<file path="src/hw/dcfg_defs.svh">
// Offsets, field positions, reset values and timing counts of the driver
// configuration register bank. Included by the package and the design.
`ifndef DCFG_DEFS_SVH
`define DCFG_DEFS_SVH

// Register indices; byte address is four times the index
`define DCFG_IDX_HS_OPEN_LOAD   6'h1f
`define DCFG_IDX_HS7_TRIP       6'h20
`define DCFG_IDX_HS_CONST_CUR   6'h21
`define DCFG_IDX_HS_PWM_FREQ    6'h22
`define DCFG_IDX_HEATER         6'h23
`define DCFG_IDX_EC             6'h24
`define DCFG_IDX_HS8_12_TRIP    6'h25
`define DCFG_IDX_SPARE          6'h26
`define DCFG_NUM_REGS           8

// Writable bit masks (reserved bits read zero)
`define DCFG_MASK_HS_OPEN_LOAD  16'h003f
`define DCFG_MASK_HS7_TRIP      16'h008f
`define DCFG_MASK_HS_CONST_CUR  16'h3f3f
`define DCFG_MASK_HS_PWM_FREQ   16'h0fff
`define DCFG_MASK_HEATER        16'h0ffe
`define DCFG_MASK_EC            16'hff3f
`define DCFG_MASK_HS8_12_TRIP   16'h0f1f
`define DCFG_MASK_SPARE         16'h0000

// Reset values
`define DCFG_RST_ZERO           16'h0000
`define DCFG_RST_HEATER         16'h0a3c

// Constant-current limits in mA
`define DCFG_CC_LOW_MA          9'd350
`define DCFG_CC_HIGH_MA         9'd450
`define DCFG_CC7_HIGHR_LOW_MA   9'd250
`define DCFG_CC7_HIGHR_HIGH_MA  9'd330
`define DCFG_CC7_LOWR_LOW_MA    9'd360
`define DCFG_CC7_LOWR_HIGH_MA   9'd450

// EC target maximum in mV
`define DCFG_EC_MAX_LOW_MV      11'd1200
`define DCFG_EC_MAX_HIGH_MV     11'd1500

// Trip deglitch times in us and their cycle counts at the system clock
`define DCFG_CLK_MHZ            25
`define DCFG_TRIP_DG0_US        48
`define DCFG_TRIP_DG1_US        40
`define DCFG_TRIP_DG2_US        32
`define DCFG_TRIP_DG3_US        24
`define DCFG_TRIP_DG0_CYC       11'(`DCFG_TRIP_DG0_US * `DCFG_CLK_MHZ)
`define DCFG_TRIP_DG1_CYC       11'(`DCFG_TRIP_DG1_US * `DCFG_CLK_MHZ)
`define DCFG_TRIP_DG2_CYC       11'(`DCFG_TRIP_DG2_US * `DCFG_CLK_MHZ)
`define DCFG_TRIP_DG3_CYC       11'(`DCFG_TRIP_DG3_US * `DCFG_CLK_MHZ)

`endif

</file>
<file path="src/hw/dcfg_pkg.sv">
// Types of the driver configuration register bank.
// Assumes dcfg_defs.svh on the include path.
`include "dcfg_defs.svh"

package dcfg_pkg;

    typedef enum logic [1:0] {DCFG_HT_LATCH, DCFG_HT_CYCLE, DCFG_HT_WARN, DCFG_HT_OFF} dcfg_heat_mode_t;
    typedef enum logic [1:0] {DCFG_DG_OFF, DCFG_DG_SHORT, DCFG_DG_OPEN, DCFG_DG_OFF2} dcfg_ec_diag_t;
    typedef enum logic [1:0] {DCFG_OV_NONE, DCFG_OV_REPORT, DCFG_OV_PULL, DCFG_OV_RSVD} dcfg_ec_ov_t;

    // Raw configuration fields towards the analog drivers (index 0 is driver 7)
    typedef struct packed {
        logic [5:0]       hs_open_load_enable;
        logic             hs7_trip_regulation_enable;
        logic [1:0]       hs7_trip_frequency;
        logic [1:0]       hs7_trip_deglitch;
        logic [5:0]       hs_const_current_limit;
        logic [5:0]       hs_const_current_enable;
        logic [5:0][1:0]  hs_pwm_gen_frequency;
        logic [3:0]       heater_drain_threshold;
        dcfg_heat_mode_t  heater_drain_fault_mode;
        logic [1:0]       heater_drain_blanking;
        logic [1:0]       heater_drain_deglitch;
        logic             heater_offline_open_load_enable;
        dcfg_ec_diag_t    ec_feedback_diag_select;
        logic [1:0]       ec_supply_overcurrent_deglitch;
        logic [1:0]       ec_short_resistance_select;
        logic [1:0]       ec_overvoltage_deglitch;
        dcfg_ec_ov_t      ec_overvoltage_response;
        logic             ec_overcurrent_response;
        logic             ec_lowside_pwm_discharge;
        logic             ec_discharge_open_load_enable;
        logic             ec_max_target_select;
        logic [1:0]       hs_shared_trip_frequency;
        logic [1:0]       hs_shared_trip_deglitch;
        logic [4:0]       hs8_trip_regulation_enable;
    } dcfg_cfg_t;

    // Decoded values
    typedef struct packed {
        logic [5:0][8:0]  cc_limit_ma;
        logic [10:0]      hs7_trip_dg_cycles;
        logic [10:0]      hs_shared_trip_dg_cycles;
        logic [10:0]      ec_max_target_mv;
        logic             heater_monitor_active;
        logic             ec_ov_pull_gate_low;
    } dcfg_dec_t;

endpackage

</file>
<file path="src/hw/dcfg_top.sv">
// Driver configuration register bank behind an APB slave.
// Assumes an APB master on sys_clk; the on-resistance mode of driver 7
// comes from a neighbouring register as a level input.
//
// Functional notes
// - Per-driver open-load enables, bits 0-5
// - Bit 7 enables driver 7 trip regulation
// - Driver 7 trip frequency two-bit select
// - Driver 7 trip deglitch 48/40/32/24 us
// - Drivers 8-12 current limit 350/450 mA
// - Driver 7 limit depends on resistance mode
// - Per-driver constant-current enables, bits 0-5
// - Per-driver two-bit PWM generator frequency
// - Heater drain threshold bits 11-8, reset A
// - Heater overcurrent response mode select
// - Heater blanking and deglitch, reset 3
// - Heater offline open-load enable, bit 1
// - EC diagnostic select and short resistance
// - EC supply overcurrent deglitch select
// - EC overvoltage deglitch select
// - EC overvoltage response, none, report or pull
// - EC overcurrent response, hi-Z or retry
// - EC low-side PWM discharge select
// - EC discharge open-load enable
// - EC maximum target 1.2 or 1.5 V
// - Shared trip frequency and deglitch 8-12
// - Seventh register bits 0-4 trip enables
`timescale 1ns/1ns
`include "dcfg_defs.svh"
`default_nettype none

module dcfg_top
    import dcfg_pkg::*;
(
    input  wire logic        sys_clk,
    input  wire logic        rstn,
    input  wire logic        psel,
    input  wire logic        penable,
    input  wire logic        pwrite,
    input  wire logic [7:0]  paddr,
    input  wire logic [31:0] pwdata,
    input  wire logic [3:0]  pstrb,
    output logic             pready,
    output logic [31:0]      prdata,
    output logic             pslverr,
    input  wire logic        hs7_on_resistance_mode,
    output dcfg_cfg_t        cfg,
    output dcfg_dec_t        dec
);

    // ------------------------------------------------------------
    // Decode helpers
    // ------------------------------------------------------------
    function automatic logic [2:0] slot_of(input logic [5:0] idx);
        slot_of = 3'(idx - `DCFG_IDX_HS_OPEN_LOAD);
    endfunction

    function automatic logic mapped(input logic [7:0] addr);
        mapped = (addr[1:0] == 2'h0) && (addr[7:2] >= `DCFG_IDX_HS_OPEN_LOAD)
            && (addr[7:2] <= `DCFG_IDX_SPARE);
    endfunction

    function automatic logic [15:0] mask_of(input logic [2:0] s);
        case (s)
            3'h0:    mask_of = `DCFG_MASK_HS_OPEN_LOAD;
            3'h1:    mask_of = `DCFG_MASK_HS7_TRIP;
            3'h2:    mask_of = `DCFG_MASK_HS_CONST_CUR;
            3'h3:    mask_of = `DCFG_MASK_HS_PWM_FREQ;
            3'h4:    mask_of = `DCFG_MASK_HEATER;
            3'h5:    mask_of = `DCFG_MASK_EC;
            3'h6:    mask_of = `DCFG_MASK_HS8_12_TRIP;
            default: mask_of = `DCFG_MASK_SPARE;
        endcase
    endfunction

    function automatic logic [10:0] trip_dg_cycles(input logic [1:0] code);
        case (code)
            2'h0:    trip_dg_cycles = `DCFG_TRIP_DG0_CYC;
            2'h1:    trip_dg_cycles = `DCFG_TRIP_DG1_CYC;
            2'h2:    trip_dg_cycles = `DCFG_TRIP_DG2_CYC;
            default: trip_dg_cycles = `DCFG_TRIP_DG3_CYC;
        endcase
    endfunction

    // ------------------------------------------------------------
    // APB access
    // ------------------------------------------------------------
    logic [15:0] regs [`DCFG_NUM_REGS];
    logic        access;
    logic        hit;
    logic [2:0]  slot;
    logic        do_write;
    logic [15:0] lane_mask;

    assign access    = psel && penable;
    assign hit       = mapped(paddr);
    assign slot      = slot_of(paddr[7:2]);
    assign do_write  = access && pready && pwrite && hit;
    assign lane_mask = {{8{pstrb[1]}}, {8{pstrb[0]}}};

    // One wait state: pready rises in the second access cycle
    always_ff @(posedge sys_clk or negedge rstn)
    begin
        if (!rstn)
        begin
            pready  <= 1'b0;
            prdata  <= 32'h0000_0000;
            pslverr <= 1'b0;
        end
        else
        begin
            pready  <= access && !pready;
            pslverr <= access && !pready && !hit;
            if (access && !pready)
                prdata <= (hit && !pwrite) ? {16'h0000, regs[slot] & mask_of(slot)} : 32'h0000_0000;
        end
    end

    // ------------------------------------------------------------
    // Register storage
    // ------------------------------------------------------------
    genvar gi;
    generate
        for (gi = 0; gi < `DCFG_NUM_REGS; gi++)
        begin : g_reg
            logic [15:0] wmask;
            assign wmask = mask_of(3'(gi)) & lane_mask;
            always_ff @(posedge sys_clk or negedge rstn)
            begin
                if (!rstn)
                    regs[gi] <= (gi == 4) ? `DCFG_RST_HEATER : `DCFG_RST_ZERO;
                else if (do_write && slot == 3'(gi))
                    regs[gi] <= (regs[gi] & ~wmask) | (pwdata[15:0] & wmask);
            end
        end
    endgenerate

    // ------------------------------------------------------------
    // Field outputs
    // ------------------------------------------------------------
    logic [15:0] r_ol;
    logic [15:0] r_t7;
    logic [15:0] r_cc;
    logic [15:0] r_pw;
    logic [15:0] r_ht;
    logic [15:0] r_ec;
    logic [15:0] r_t8;

    assign r_ol = regs[0];
    assign r_t7 = regs[1];
    assign r_cc = regs[2];
    assign r_pw = regs[3];
    assign r_ht = regs[4];
    assign r_ec = regs[5];
    assign r_t8 = regs[6];

    assign cfg.hs_open_load_enable             = r_ol[5:0];
    assign cfg.hs7_trip_regulation_enable      = r_t7[7];
    assign cfg.hs7_trip_frequency              = r_t7[3:2];
    assign cfg.hs7_trip_deglitch               = r_t7[1:0];
    assign cfg.hs_const_current_limit          = r_cc[13:8];
    assign cfg.hs_const_current_enable         = r_cc[5:0];
    assign cfg.heater_drain_threshold          = r_ht[11:8];
    assign cfg.heater_drain_fault_mode         = dcfg_heat_mode_t'(r_ht[7:6]);
    assign cfg.heater_drain_blanking           = r_ht[5:4];
    assign cfg.heater_drain_deglitch           = r_ht[3:2];
    assign cfg.heater_offline_open_load_enable = r_ht[1];
    assign cfg.ec_feedback_diag_select         = dcfg_ec_diag_t'(r_ec[15:14]);
    assign cfg.ec_supply_overcurrent_deglitch  = r_ec[13:12];
    assign cfg.ec_short_resistance_select      = r_ec[11:10];
    assign cfg.ec_overvoltage_deglitch         = r_ec[9:8];
    assign cfg.ec_overvoltage_response         = dcfg_ec_ov_t'(r_ec[5:4]);
    assign cfg.ec_overcurrent_response         = r_ec[3];
    assign cfg.ec_lowside_pwm_discharge        = r_ec[2];
    assign cfg.ec_discharge_open_load_enable   = r_ec[1];
    assign cfg.ec_max_target_select            = r_ec[0];
    assign cfg.hs_shared_trip_frequency        = r_t8[11:10];
    assign cfg.hs_shared_trip_deglitch         = r_t8[9:8];
    assign cfg.hs8_trip_regulation_enable      = r_t8[4:0];

    // ------------------------------------------------------------
    // Per-driver decode
    // ------------------------------------------------------------
    generate
        for (gi = 0; gi < 6; gi++)
        begin : g_drv
            assign cfg.hs_pwm_gen_frequency[gi] = r_pw[2*gi+1:2*gi];
            if (gi == 0)
            begin : g_hs7
                // Driver 7 limit follows its on-resistance mode
                assign dec.cc_limit_ma[gi] = hs7_on_resistance_mode
                    ? (r_cc[8] ? `DCFG_CC7_LOWR_HIGH_MA : `DCFG_CC7_LOWR_LOW_MA)
                    : (r_cc[8] ? `DCFG_CC7_HIGHR_HIGH_MA : `DCFG_CC7_HIGHR_LOW_MA);
            end
            else
            begin : g_hsn
                assign dec.cc_limit_ma[gi] = r_cc[8+gi] ? `DCFG_CC_HIGH_MA : `DCFG_CC_LOW_MA;
            end
        end
    endgenerate

    assign dec.hs7_trip_dg_cycles       = trip_dg_cycles(r_t7[1:0]);
    assign dec.hs_shared_trip_dg_cycles = trip_dg_cycles(r_t8[9:8]);
    assign dec.ec_max_target_mv         = r_ec[0] ? `DCFG_EC_MAX_HIGH_MV : `DCFG_EC_MAX_LOW_MV;
    assign dec.heater_monitor_active    = (r_ht[7:6] != 2'h3);
    assign dec.ec_ov_pull_gate_low      = (r_ec[5:4] == 2'h2);
endmodule

`default_nettype wire

</file>
<file path="config.mk">
export PLATFORM = sky130hd
export DESIGN_NAME = dcfg_top
export DESIGN_NICKNAME = d
export VERILOG_FILES = /design/src/hw/dcfg_pkg.sv /design/src/hw/dcfg_top.sv
export VERILOG_INCLUDE_DIRS = /design/src /design/src/hw
export SDC_FILE = /design/constraint.sdc
export NUM_CORES = 1
export LEC_CHECK = 0
export ABC_AREA = 1
export BUFFER_PORTS_ARGS = -buffer_cell sky130_fd_sc_hd__buf_2
export CAP_MARGIN = 30
export CORE_MARGIN = 2
export CORE_UTILIZATION = 43
export CTS_CLUSTER_DIAMETER = 200
export DETAILED_ROUTE_END_ITERATION = 8
export PLACE_DENSITY = 0.83
export SYNTH_ARGS = -nofsm -noshare
export SYNTH_HDL_FRONTEND = slang
export SYNTH_SLANG_ARGS = --single-unit
</file>
<file path="constraint.sdc">
create_clock -name sys_clk -period 1.2 [get_ports sys_clk]
set_input_delay 0.24 -clock sys_clk [delete_from_list [all_inputs] [get_ports sys_clk]]
set_output_delay 0.24 -clock sys_clk [all_outputs]
set_load 0.02 [all_outputs]
</file>
==> Word-level counts from Yosys, hierarchy flattened <==
Index checks and enable logic that the tools add are counted.
{ "word_totals": {"inputBits": 50, "reg_bits": 146, "output_inout_bits": 192, "elab_cells": 96} }
{ "classes": {"n_eq_ne": 12, "n_lt_le_gt_ge": 3, "n_mux": 17, "bitwise": 30, "reduce_logical": 23, "addsub": 1} }
{ "op_table": {"columns": ["op", "n"], "rows": [
  ["$and A16 B16 Y16", 9],
  ["$or A16 B16 Y16", 7],
  ["$pmux W16 S7", 1],
  ["$pmux W11 S3", 2],
  ["$mux W16", 4],
  ["$and A16 B12 Y16", 3],
  ["$bmux W16 S3", 1],
  ["$mux W8", 6],
  ["$not A12 Y16", 3],
  ["$mux W9", 3],
  ["$and A16 B14 Y16", 1],
  ["$and A16 B6 Y16", 1],
  ["$and A16 B8 Y16", 1],
  ["$logic_and A1 B1 Y1", 16],
  ["$not A14 Y16", 1],
  ["$not A16 Y16", 1],
  ["$not A6 Y16", 1],
  ["$not A8 Y16", 1],
  ["$eq A3 B3 Y1 const B", 3],
  ["$eq A2 B2 Y1 const B", 3],
  ["$eq A3 B2 Y1 const B", 2],
  ["$ge A6 B5 Y1 const B", 1],
  ["$le A6 B6 Y1 const B", 1],
  ["$logic_not A2 Y1", 3],
  ["other kinds (8)", 11]
]} }

==> Depth between registers and ports, before layout <==
{ "logic_depth": {"depth_word": 7, "mapped_depth": 14, "depth_no_buf": 12} }

==> Least setup slack after synthesis <==
No wires, ideal clock.
{ "synth_timing": {"path_kind": "input to register", "startpoint": "input paddr[2]", "endpoint": "register prdata[1]", "arrival_time_ns": 1.683, "path_slack_ns": -0.600, "setup_ns": 0.116, "n_path_buf": 2, "stages": 12, "cell_sequence": "buf_2 > inv_1 > ha_1 > buf_2 > nand2_1 > inv_1 > a22oi_1 > nand2_1 > nand2_1 > nand2_1 > nand2_1 > nand2_1"} }
{ "synth_between": {"elab_chain_len": 7, "word_cells_on_any_way": 21, "classes_between": "1 x add/sub; 2 x order compare; 6 x eq/ne; 6 x mux; 2 x bitwise; 4 x reduce/logical"} }
{ "synth_rtl": {"columns": ["element", "line_no", "text"], "rows": [
  ["from (decl)", "dcfg_top.sv:40", "input wire logic [7:0] paddr,"],
  ["$sub A3 B3 Y3 (no line)", null, null],
  ["$not A3 Y4 (not written as such)", "dcfg_top.sv:115", "prdata <= (hit && !pwrite) ? {16'h0000, regs[slot] & mask_of(slot)} : 32'h0000_0000;"],
  ["$bmux W16 S3", "dcfg_top.sv:115", null],
  ["$mux W16 (not written as such) (2 in series)", "dcfg_top.sv:115", null],
  ["$and A16 B16 Y16", "dcfg_top.sv:115", null],
  ["$mux W16 (*)", "dcfg_top.sv:115", null],
  ["to (signal assigned)", "dcfg_top.sv:115", null],
  ["to (decl)", "dcfg_top.sv:44", "output logic [31:0] prdata,"]
]} }
Mark *: on every way between the ends. The rest lies on a longest branch, timed or not. The select of a mux whose other input is x is not followed.
A chain may end at the register's enable or synchronous reset.

==> out/qor.txt <==
fraction of layout cells with a size suffix above 1: 56.9%
Fin. Hold Viols: 0
CP max FO: 5
register area share after synthesis: 41.0%
final setup vio count: 176
CTS Buf Count: 9
Area contributors post-synth: dfrtp_1 38%, nand2_1 17%, buf_4 11%
Multi-input gate area: 3230 µm²
Post-synth EDFFs: 0
gr ovfl total: 0
reg2reg path depth: 8
power density cells: 811 nW/µm²
Setup Skew: 0.00989 ns
DR WL/cell: 25.2 µm
Mapped Avg Cell Area: 7.64 µm²
synth warn: 0
static leakage power: 0.00476 µW
aggregate routed wire length: 29100 µm
port bufs: 167
CP max stage cell: dfrtp_2
netlist area before placement: 5330 µm²
DRT iter0 DRCs: 1601
detailed placement HPWL: 13000 µm
VDD IR max: 0.659 mV
Max-Cap Viols: 0
post-route ant nets: 0
pin count of the biggest net entering global routing: 30
flop2flop setup slack: -0.44 ns
Die X: 115 µm
Worst Path Required: 0.96 ns
period utilization: 137%
failing checks: design-rule violations, negative setup slack
CP Class: reg2out
vias in the first global route: 6528
#FFs+latches synth: 87
vias per cell: 6.29
CTS tree: done
Tot GR Track Use: 35.7%
unique cell type count in the Yosys netlist: 28
Mapped Cells: 697
Die Y: 115 µm
crit-path cells: clkinv_4 > ha_4 > or2_4 > buf_6
CP Data Arrival Time: 1.40 ns
slowest stage delay, CP: 0.39 ns
vias: 7287
Slew Limit Fails: 0
most frequent cell after synthesis: nand2_1
first-pass GRT wire length: 36400 µm
commonest register cell after synthesis: dfrtp_1
Core Util, Final: 76.5%
hold path startpoint: pwdata[6]
antenna violations before repair: 1
Top Family by Delay on Critical Path: flip-flops
CTS root buffer: clkbuf_16
core area: 12100 µm²
Sink Count: 87
Max Fclk: 0.609 GHz
Final nets: 1054
Commonest cells post-synth: 241 x nand2_1, 83 x nand4_1, 81 x dfrtp_1
Initial Util: 44.2%
# rows: 40
drt pass-1 iters: 9
Cells on Worst Hold Path: 3
RSZ-0062 raised after global routing: yes
status: finished with violations
dpl cells: 1054
Clock Tree Buf Depth: 2
Die Area: 13300 µm²
fin cells: 1158
post-layout min period: 1.64 ns
Pwr Total: 7480 µW
Final Wtd Congestion: 0.905
reg2reg start: pready
Synth area leader: dfrtp_1
Skew-Pair Late Insertion Delay: 0.36 ns
ant diodes: 0
clk slew on worst S/H paths: 0.07 ns
type of origin of the critical path: register
Buf/Inv on CP: 2
# IOs: 242
CP Capture Type: output pin
area delta synth->final: 73.2%
Synth top area share: 38.1%
Post-synth ARST share: 100%
DR DRC count: 89
final worst slack: -0.441 ns
FF+latch area: 2210 µm²
CTS HTree Levels: 3
class of the worst hold path: in2reg
FILL cells: 633
==> worst min-delay path: cells and delay by family <==
family / cells / cell delay [ns]
and+or+nand+nor: 2 / 0.15
buffers and inverters: 1 / 0.12
==> final cells by class <==
cell class | count | share of cell area (%)
clock buffers | 9 | 2.44
clock inverters | 7 | 0.543
inverters | 50 | 2.74
multi-input cells | 505 | 35.0
flip-flops and latches | 87 | 24.0
well taps | 168 | 2.28
repair buffers | 331 | 32.9
repair inverters | 1 | 0.0543
==> cell families after synthesis <==
kind of cell             after synthesis  share of synthesized area [%]
adder cells (fa/ha/maj)               19                           4.46
AND/OR/NAND/NOR                      390                           32.7
other                                  2                          0.141
buffers and inverters                160                           17.4
AO/OA/AOI/OAI                         39                           4.32
flip-flops                            87                           41.0
==> cell usage in the layout (no fill, tap or decap), drive strengths merged, types with 6 or more instances in the layout <==
master,Yosys,layout
dfstp,6,6
nand4,83,83
nand2,241,242
ha,19,19
clkinv,1,9
nor2,40,40
a21oi,6,6
dfrtp,81,81
o211ai,9,9
conb,2,56
o21ai,19,19
nand3,17,17
buf,94,327
inv,49,46
clkbuf,16,12
==> where the power goes <==
part,internal [µW],total (µW),switching [µW]
clock,1410,2760,1350
combinational,597,1750,1150
sequential,2950,2970,22.7
total,4950,7480,2520
==> what timing repair did <==
| action | CTS | global route |
|---|---|---|
| cloned | 8 | 4 |
| buffers inserted | 45 | 46 |
| pin swaps | 74 | 79 |
| setup endpoints to repair | 150 | 173 |
| hold buffers | 1 | 0 |
| resized for setup | 257 | 186 |
| endpoints found under the hold margin | 34 | 0 |
==> how the worst max path moves through the flow <==
| stage | to | depth (start not counted) |
|---|---|---|
| after global placement | prdata[5] | 11 |
| final | dec[40] | 4 |
| after global routing | register | 7 |
| after floorplan | register | 8 |
| after detailed placement | register | 8 |
| after CTS | dec[20] | 5 |
==> metrics by stage <==
step | cell area [µm²] | setup WS [ns] | hold slack, ns | setup TNS, ns
2_1_floorplan | 5920 | -0.298 | -0.0556 | -18.88
3_3_place_gp | 6810 | -0.564 | 0.117 | -40.92
3_5_place_dp | 6810 | -0.633 | 0.110 | -44.78
4_1_cts | 8450 | -0.372 | 0.162 | -26.67
5_1_grt | 9220 | -0.554 | 0.194 | -40.28
6_report | 9220 | -0.441 | 0.188 | -36.86
==> metal layers <==
| metal | vias up | part of all wire, % | GRT usage, % |
|---|---|---|---|
| li1 | 2741 | - | - |
| met1 | 3285 | 32 | 42.3 |
| met2 | 898 | 42 | 54.8 |
| met3 | 363 | 15 | 11.8 |
| met4 | 0 | 10 | 24.9 |
| met5 | - | 0 | 0 |
Power figures use the tool's default switching activity.
